`src/hw/hcms_pkg.sv`:
```
// Constants shared by the charger mode sequencer and its interval timer.
// Assumes a single 40 MHz clock and comparator flags already synchronous.
package hcms_pkg;

    // ==========================================================
    // Clock and interval timing
    localparam int CLK_MHZ        = 40;
    localparam int T_INHIBIT_US   = 32000;
    localparam int T_SAMPLE_US    = 64000;
    localparam int T_HOTPLUG_US   = 45000;
    localparam int CYC_INHIBIT    = T_INHIBIT_US * CLK_MHZ;
    localparam int CYC_SAMPLE     = T_SAMPLE_US * CLK_MHZ;
    localparam int CYC_HOTPLUG    = T_HOTPLUG_US * CLK_MHZ;
    localparam int TMR_W          = 22;

    // ==========================================================
    // Register map (byte addresses) and reset values
    localparam logic [7:0]  ADDR_CTRL   = 8'h00;
    localparam logic [7:0]  ADDR_STATUS = 8'h04;
    localparam int          CTRL_LVL_LSB = 0;
    localparam int          CTRL_DITHER  = 2;
    localparam logic [2:0]  CTRL_RESET  = 3'h6;
    localparam logic [1:0]  PEAK_LEVELS_MAX = 2'h2;

    // ==========================================================
    // Operating modes, one-hot
    typedef enum logic [7:0] {
        S_SHIP    = 8'h01,
        S_COLD    = 8'h02,
        S_HPON    = 8'h04,
        S_INIT    = 8'h08,
        S_INHIBIT = 8'h10,
        S_SETTLE  = 8'h20,
        S_RUN     = 8'h40,
        S_THERM   = 8'h80
    } hcms_state_t;

endpackage : hcms_pkg

```
`src/hw/hcms_tmr_if.sv`:
```
// Carrier between the sequencer and its interval timer.
// Assumes both ends share the sequencer clock.
interface hcms_tmr_if #(parameter int W = 22);
    logic         restart;
    logic [W-1:0] elapsed;
    modport ctl (output restart, input elapsed);
    modport tmr (input restart, output elapsed);
endinterface : hcms_tmr_if

```
`src/hw/hcms_sequencer.sv`:
```
// Mode and start-up sequencer for a harvesting boost charger, APB slave.
// Assumes all comparator flags are synchronous to CLOCK and debounced.
module hcms_sequencer import hcms_pkg::*; #(
    parameter int INHIBIT_CYC = CYC_INHIBIT,
    parameter int SAMPLE_CYC  = CYC_SAMPLE,
    parameter int HOTPLUG_CYC = CYC_HOTPLUG
) (
    // Clock and reset
    input  wire logic        CLOCK,
    input  wire logic        RST,
    // APB slave
    input  wire logic        PSEL,
    input  wire logic        PENABLE,
    input  wire logic        PWRITE,
    input  wire logic [7:0]  PADDR,
    input  wire logic [31:0] PWDATA,
    output logic      [31:0] PRDATA,
    output logic             PREADY,
    output logic             PSLVERR,
    // Shutdown pin, high means disabled
    input  wire logic        ENABLE_N,
    // Comparator flags
    input  wire logic        STOR_ABOVE_CHGEN,
    input  wire logic        VIN_ABOVE_CS,
    input  wire logic        PIN_SUFFICIENT,
    input  wire logic        VIN_PRESENT,
    input  wire logic        VIN_ABOVE_REF,
    input  wire logic        STOR_ABOVE_UV_HYST,
    input  wire logic        STOR_BELOW_UV,
    input  wire logic        STOR_ABOVE_OV,
    input  wire logic        STOR_BELOW_OV_HYST,
    input  wire logic        STOR_NEAR_ZERO,
    input  wire logic        SEC_NEAR_ZERO,
    input  wire logic        SEC_ATTACH,
    input  wire logic        STOR_DROOP,
    input  wire logic        TEMP_HOT,
    input  wire logic        TEMP_COOL,
    // Power stage controls
    output logic             COLDSTART_EN,
    output logic             BOOST_EN,
    output logic             SWITCH_CLOSED,
    output logic             DIV_INIT_PULSE,
    output logic             SAMPLE_PULSE,
    output logic             BURST_START,
    output logic      [1:0]  PEAK_LEVEL
);
    // ==========================================================
    // Elaboration checks
    if (INHIBIT_CYC < 1 || SAMPLE_CYC <= INHIBIT_CYC || HOTPLUG_CYC < 1) begin : g_bad_times
        $error("hcms_sequencer: interval counts out of order");
    end
    if (SAMPLE_CYC >= (1 << TMR_W) || HOTPLUG_CYC >= (1 << TMR_W)) begin : g_bad_width
        $error("hcms_sequencer: interval exceeds timer width");
    end

    localparam logic [TMR_W-1:0] INH_END = TMR_W'(INHIBIT_CYC - 1);
    localparam logic [TMR_W-1:0] SMP_END = TMR_W'(SAMPLE_CYC - 1);
    localparam logic [TMR_W-1:0] HP_END  = TMR_W'(HOTPLUG_CYC - 1);
    // Settle ends one sample period after the pulse, so the inhibit counts inside it
    localparam logic [TMR_W-1:0] SET_END = TMR_W'(SAMPLE_CYC - INHIBIT_CYC - 1);

    // ==========================================================
    // Internal state
    hcms_state_t state;
    hcms_state_t next_state;
    logic        ov_stop;
    logic        hp_block;
    logic        uv_held;
    logic        droop_d;
    logic [2:0]  ctrl;
    logic        period_end;
    logic        charging;

    hcms_tmr_if #(.W(TMR_W)) tmr_bus ();

    hcms_interval_timer #(.W(TMR_W)) u_timer (
        .clk (CLOCK),
        .rst (RST),
        .bus (tmr_bus.tmr)
    );

    // ==========================================================
    // Mode selection
    always_comb begin
        next_state = state;
        case (state)
            S_COLD: begin
                if (STOR_ABOVE_CHGEN) begin
                    next_state = S_INIT;
                end else if (SEC_ATTACH && STOR_NEAR_ZERO && SEC_NEAR_ZERO) begin
                    next_state = S_HPON;
                end
            end
            S_HPON: begin
                if (tmr_bus.elapsed >= HP_END) begin
                    next_state = S_INIT;
                end
            end
            S_INIT: next_state = S_INHIBIT;
            S_INHIBIT: begin
                if (tmr_bus.elapsed >= INH_END) begin
                    next_state = S_SETTLE;
                end
            end
            S_SETTLE: begin
                if (tmr_bus.elapsed >= SET_END) begin
                    next_state = S_RUN;
                end
            end
            S_RUN: begin
                if (TEMP_HOT) begin
                    next_state = S_THERM;
                end
            end
            S_THERM: begin
                // Resume only at the lower threshold, so no chatter
                if (TEMP_COOL && !TEMP_HOT) begin
                    next_state = S_RUN;
                end
            end
            S_SHIP: begin
                if (!ENABLE_N) begin
                    next_state = S_RUN;
                end
            end
            default: next_state = S_COLD;
        endcase
        // Cold start ignores the pin; hot-plug charges the output itself
        if (state != S_COLD && state != S_HPON) begin
            if (!STOR_ABOVE_CHGEN) begin
                next_state = S_COLD;
            end else if (ENABLE_N) begin
                next_state = S_SHIP;
            end
        end
    end

    always_ff @(posedge CLOCK) begin
        if (RST) begin
            state <= S_COLD;
        end else begin
            state <= next_state;
        end
    end

    // One shared timer, restarted on every mode change and each period
    assign period_end      = (state == S_RUN) && (tmr_bus.elapsed >= SMP_END);
    assign tmr_bus.restart = (next_state != state) || period_end;
    assign charging        = (state == S_RUN) || (state == S_SETTLE);

    // ==========================================================
    // Protection flags; a set in the same cycle as its clear wins
    always_ff @(posedge CLOCK) begin
        if (RST) begin
            ov_stop <= 1'b0;
        end else if (STOR_ABOVE_OV) begin
            ov_stop <= 1'b1;
        end else if (STOR_BELOW_OV_HYST) begin
            ov_stop <= 1'b0;
        end
    end

    always_ff @(posedge CLOCK) begin
        if (RST) begin
            hp_block <= 1'b0;
        end else if (SEC_ATTACH && !STOR_NEAR_ZERO) begin
            hp_block <= 1'b1;
        end else if (VIN_PRESENT) begin
            hp_block <= 1'b0;
        end
    end

    always_ff @(posedge CLOCK) begin
        if (RST) begin
            uv_held <= 1'b0;
        end else if (state == S_INIT) begin
            uv_held <= 1'b1;
        end else if (STOR_BELOW_UV) begin
            uv_held <= 1'b0;
        end
    end

    // ==========================================================
    // Storage switch
    always_ff @(posedge CLOCK) begin
        if (RST) begin
            SWITCH_CLOSED <= 1'b0;
        end else if (state == S_HPON) begin
            SWITCH_CLOSED <= 1'b1;
        end else if (STOR_BELOW_UV) begin
            SWITCH_CLOSED <= 1'b0;
        end else begin
            case (state)
                S_SETTLE: SWITCH_CLOSED <= (next_state == S_RUN) && uv_held && !hp_block;
                S_RUN, S_THERM: begin
                    if (STOR_ABOVE_UV_HYST && !hp_block) begin
                        SWITCH_CLOSED <= 1'b1;
                    end
                end
                default: SWITCH_CLOSED <= 1'b0;
            endcase
        end
    end

    // ==========================================================
    // Converter controls
    always_ff @(posedge CLOCK) begin
        if (RST) begin
            COLDSTART_EN <= 1'b0;
            BOOST_EN     <= 1'b0;
        end else begin
            COLDSTART_EN <= (state == S_COLD) && !STOR_ABOVE_CHGEN
                            && VIN_ABOVE_CS && PIN_SUFFICIENT;
            BOOST_EN     <= charging && !ov_stop && !STOR_ABOVE_OV
                            && VIN_ABOVE_REF;
        end
    end

    // Divider init and sample strobes
    always_ff @(posedge CLOCK) begin
        if (RST) begin
            DIV_INIT_PULSE <= 1'b0;
            SAMPLE_PULSE   <= 1'b0;
        end else begin
            DIV_INIT_PULSE <= (state == S_INIT);
            SAMPLE_PULSE   <= ((state == S_SETTLE) && (next_state == S_RUN))
                              || period_end;
        end
    end

    // ==========================================================
    // Burst restart and peak-current dither
    always_ff @(posedge CLOCK) begin
        if (RST) begin
            droop_d     <= 1'b0;
            BURST_START <= 1'b0;
            PEAK_LEVEL  <= 2'h0;
        end else begin
            droop_d     <= STOR_DROOP;
            BURST_START <= BOOST_EN && STOR_DROOP && !droop_d;
            if (!ctrl[CTRL_DITHER]) begin
                PEAK_LEVEL <= 2'h0;
            end else if (BOOST_EN && STOR_DROOP && !droop_d) begin
                PEAK_LEVEL <= (PEAK_LEVEL >= ctrl[1:0] || PEAK_LEVEL >= PEAK_LEVELS_MAX)
                              ? 2'h0 : PEAK_LEVEL + 2'h1;
            end
        end
    end

    // ==========================================================
    // APB slave: one wait-free access phase, answer registered in setup
    always_ff @(posedge CLOCK) begin
        if (RST) begin
            PREADY  <= 1'b0;
            PSLVERR <= 1'b0;
            PRDATA  <= 32'h0;
        end else begin
            PREADY  <= PSEL && !PENABLE;
            PSLVERR <= PSEL && !PENABLE
                       && (PADDR != ADDR_CTRL) && (PADDR != ADDR_STATUS);
            if (PSEL && !PENABLE && !PWRITE) begin
                case (PADDR)
                    ADDR_CTRL:   PRDATA <= {29'h0, ctrl};
                    ADDR_STATUS: PRDATA <= {17'h0, hp_block, ov_stop, PEAK_LEVEL,
                                            SWITCH_CLOSED, BOOST_EN, COLDSTART_EN,
                                            state};
                    default:     PRDATA <= 32'h0;
                endcase
            end
        end
    end

    always_ff @(posedge CLOCK) begin
        if (RST) begin
            ctrl <= CTRL_RESET;
        end else if (PSEL && PENABLE && PREADY && PWRITE && PADDR == ADDR_CTRL) begin
            ctrl <= PWDATA[2:0];
        end
    end
endmodule : hcms_sequencer

```
`src/hw/hcms_interval_timer.sv`:
```
// Saturating cycle counter used for every sequencer interval.
// Assumes restart is a level sampled each clock edge.
module hcms_interval_timer import hcms_pkg::*; #(
    parameter int W = TMR_W
) (
    // Clock and reset
    input wire logic clk,
    input wire logic rst,
    // Timer carrier
    hcms_tmr_if.tmr  bus
);
    // ==========================================================
    // Counter; saturates so a long wait never wraps into a false match
    always_ff @(posedge clk) begin
        if (rst || bus.restart) begin
            bus.elapsed <= '0;
        end else if (bus.elapsed != {W{1'b1}}) begin
            bus.elapsed <= bus.elapsed + 1'b1;
        end
    end
endmodule : hcms_interval_timer

```
`config.mk`:
```
export PLATFORM = sky130hd
export DESIGN_NAME = hcms_sequencer
export DESIGN_NICKNAME = d
export VERILOG_FILES = /design/src/hw/hcms_pkg.sv /design/src/hw/hcms_tmr_if.sv /design/src/hw/hcms_sequencer.sv /design/src/hw/hcms_interval_timer.sv
export SDC_FILE = /design/constraint.sdc
export NUM_CORES = 1
export LEC_CHECK = 0
export BUFFER_PORTS_ARGS = -buffer_cell sky130_fd_sc_hd__buf_2
export CAP_MARGIN = 0
export CORE_ASPECT_RATIO = 2
export CORE_MARGIN = 5
export CORE_UTILIZATION = 57
export CTS_BUF_LIST = sky130_fd_sc_hd__clkbuf_4 sky130_fd_sc_hd__clkbuf_8 sky130_fd_sc_hd__clkbuf_16
export DETAILED_ROUTE_END_ITERATION = 10
export GPL_ROUTABILITY_DRIVEN = 0
export MAX_ROUTING_LAYER = met4
export PLACE_DENSITY = 0.84
export SLEW_MARGIN = 30
export SYNTH_ARGS = -nofsm -noshare
export SYNTH_HDL_FRONTEND = slang
export SYNTH_SLANG_ARGS = --single-unit
```
`constraint.sdc`:
```
create_clock -name CLOCK -period 4.9 [get_ports CLOCK]
set_input_delay 1.225 -clock CLOCK [delete_from_list [all_inputs] [get_ports CLOCK]]
set_output_delay 1.225 -clock CLOCK [all_outputs]
set_load 0.03 [all_outputs]
```
==> results.sh <==
export IMPL_cp_required_ns=5.11
export IMPL_drv_slew=0
export IMPL_instances_no_fill=579
export IMPL_cts_buffer_depth=2
export IMPL_leakagePower_nw=1.61
export IMPL_path_cells="buf_2 > nor3b_1 > nand2_1 > o21ai_0 > o21ai_0 > a21boi_2 > buf_4 > nor4_1"
export IMPL_start_util=0.584
export IMPL_synth_edf_count=0
export IMPL_relSlewSlack=0.511
export IMPL_cts_tree="built"
export IMPL_post_cts_resized=0
export IMPL_yosysTopAreaCellShare=0.334
export IMPL_routed_wl_um=9470
export IMPL_setup_tns_ns=0
export IMPL_r2r_slack_ns=2.05
export IMPL_grt_pass1_wl_um=15900
export IMPL_pwr_density_cell_nw_per_um2=310
export IMPL_rsz0062_at_grt="false"
export IMPL_cp_start_kind="input port"
export IMPL_cp_endpoint="u_timer.bus.elapsed[14]$_SDFFE_PP0P_"
export IMPL_finClkSkew_ns=0.00483
export IMPL_path_max_fanout=22
export IMPL_drc=0
export IMPL_ir_drop_mv=0.234
export IMPL_vias_per_cell=6.08
export IMPL_antenna_found_initial=0
export IMPL_final_util=0.670
export IMPL_synthesis_area_um2=3720
export IMPL_cp_end_kind="flip-flop"
export IMPL_cp_arrival_ns=3.24
export IMPL_place_ws_ns=1.60
export IMPL_num_vias=3519
export IMPL_reg2reg_from="state[0]$_SDFF_PP0_"
export IMPL_period_needed_ns=3.03
export IMPL_clk_latency_ns=0.33
export IMPL_io_pins=103
export IMPL_cts_root_buf="clkbuf_16"
export IMPL_min_path_type="reg -> reg"
export IMPL_drt_pass1_iter_count=5
export IMPL_synth_async_sr_flop_share=0
export IMPL_track_usage=0.248
export IMPL_drtIter0Drc=277
export IMPL_synth_ff_type="dfxtp_1"
export IMPL_worst_setup_path_startpoint="STOR_ABOVE_CHGEN"
export IMPL_layout_drive_gt1_share=0.229
export IMPL_core_area_um2=6360
export IMPL_portBuffers=56
export IMPL_hpwl_um=6930
export IMPL_fillCellCount=518
export IMPL_worst_path_max_delay_cell="o21ai_0"
export IMPL_p_total_mw=1.32
export IMPL_wl_per_cell_um=16.4
export IMPL_cts_clk_slew_worst_paths_ns=0.05
export IMPL_yosysWarnings=0
export IMPL_ys_ff_latch=62
export IMPL_critPathKind="in -> reg"
export IMPL_status="finished clean"
export IMPL_num_rows=41
export IMPL_setup_viol_count_final=0
export IMPL_grt_pass1_vias=3561
export IMPL_hold_buffers=0
export IMPL_tightest_slew_ns=0.727
export IMPL_clock_sinks=62
export IMPL_cp_common_cell="o21ai_0"
export IMPL_reg2reg_to="u_timer.bus.elapsed[3]$_SDFFE_PP0P_"
export IMPL_yosysSeqAreaShare=0.334
export IMPL_antenna_cells=0
export IMPL_fin_crit_sh=0.619
export IMPL_dp_cells=563
export IMPL_synthTopCellsByArea="dfxtp_1 33%, nor4_2 6.7%, nor2_1 5.7%"
export IMPL_synthCells=449
export IMPL_avgSynthCellArea_um2=8.28
export IMPL_finalHoldViolations=0
export IMPL_nNetsFinal=553
export IMPL_postCtsSetupBuffers=0
export IMPL_ys_types=59
export IMPL_reg2reg_depth=7
export IMPL_die_y_um=124
export IMPL_yosysTopAreaCell="dfxtp_1"
export IMPL_cap_violations=0
export IMPL_overflow=0
export IMPL_area_growth_pct=14.6
export IMPL_grt_max_degree=37
export IMPL_cts_buffers=9
export IMPL_cts_max_level=3
export IMPL_slowest_delay_ns=0.53
export IMPL_max_freq_mhz=330
export IMPL_ant_nets=0
export IMPL_setup_slack_ns=1.87
export IMPL_dieWidth_um=67.1
export IMPL_die_area_um2=8330
## final cells by class
class                           instances  area (um^2)  area share
Clock buffer                           11          253      0.0593
Clock inverter                          5         57.6      0.0135
Inverter                                9         33.8     0.00793
Multi-Input combinational cell        346         2260       0.530
Sequential cell                        62         1240       0.291
Tap cell                               86          108      0.0253
Timing Repair Buffer                   60          310      0.0729
## worst min-delay path by stage
| stage | cells past startpoint | slack, ns | from | endpoint |
|---|---|---|---|---|
| finish | 2 | 0.48 | uv_held$_SDFFE_PP0P_ | uv_held$_SDFFE_PP0P_ |
| global route | 2 | 0.51 | uv_held$_SDFFE_PP0P_ | uv_held$_SDFFE_PP0P_ |
| CTS | 2 | 0.49 | uv_held$_SDFFE_PP0P_ | uv_held$_SDFFE_PP0P_ |
| detailed placement | 2 | 0.48 | uv_held$_SDFFE_PP0P_ | uv_held$_SDFFE_PP0P_ |
| global placement | 2 | 0.47 | COLDSTART_EN$_SDFF_PP0_ | PRDATA[8]$_SDFFE_PP0P_ |
| floorplan | 2 | 0.45 | uv_held$_SDFFE_PP0P_ | uv_held$_SDFFE_PP0P_ |
## logic make-up after synthesis
| group | Yosys count | synth area share |
|---|---|---|
| simple gates | 215 | 0.342 |
| compound gates | 83 | 0.160 |
| flops | 62 | 0.334 |
| buf+inv | 57 | 0.0821 |
| xor+xnor | 20 | 0.0471 |
| mux | 7 | 0.0199 |
| fa+ha+maj | 4 | 0.0135 |
| other cells | 1 | 0.00101 |
## flip-flops by register name, indices dropped and copies added, names as in the netlist, 2 cells and up
signal and cells:
ctrl 3, PRDATA 15, PEAK_LEVEL 2, u_timer.bus.elapsed 22, state 8
## Yosys cell counts (5+ instances only)
cell and instances:
xnor2_1 12, nand2b_1 6, clkbuf_1 23, xor2_1 8
nand4_1 11, and4_1 5, nand3_1 26, a22oi_1 17
a21oi_1 13, nand2_1 27, nor4_1 7, buf_4 17
and3_1 9, o31ai_1 7, inv_1 9, dfxtp_1 62
nor3_1 18, nor2_1 56, nor2b_1 10, o21ai_0 13
nor4_2 20
## layer usage
metal / GRT usage / vias up / share of wire
met3: 0.0487 / 50 / 0.051
li1: - / 1699 / -
met2: 0.428 / 141 / 0.55
met5: - / - / 0
met4: 0.171 / 0 / 0.065
met1: 0.233 / 1629 / 0.34
## metrics by stage
stage / cell area, um^2 / hold WS [ns]
after floorplan: 3780 / 0.451
after global placement: 3930 / 0.469
after detailed placement: 3940 / 0.478
after CTS: 4250 / 0.485
after global routing: 4260 / 0.509
final: 4260 / 0.481
## power by group
group	internal [mW]	switching [mW]	total [mW]
registers	0.511	0.0121	0.523
logic	0.0478	0.107	0.155
clock network	0.419	0.225	0.644
## placed cells by master, fill, tap and decap left out, types with 3 or more instances in the layout
cell        instances
a22oi_1            17
o2bb2ai_1           3
clkinvlp_4          3
clkbuf_16           9
dfxtp_1            62
nor3b_1             3
xnor2_1            12
o211ai_1            3
inv_1               9
mux2_2              3
nor4_1              5
o31ai_1             7
nor2_1             55
a2111oi_0           3
nor3_1             18
o21ai_0            13
a211o_1             3
nor2b_1            10
xor2_1              8
conb_1             17
buf_4               4
mux2i_1             4
ha_1                4
nand4_1            11
nand3_1            26
or4_1               3
a31oi_1             3
and3_1              9
nor4_2             22
and4_1              5
nand2_1            27
buf_2              56
nand2b_1            6
a21oi_1            13
## critical path: cells and delay by family
family | cells | cell delay (ns)
and+or+nand+nor | 3 | 0.55
AOI/OAI and AO/OA | 3 | 0.89
buffers and inverters | 2 | 0.56
(Power assumes the default switching activity.)
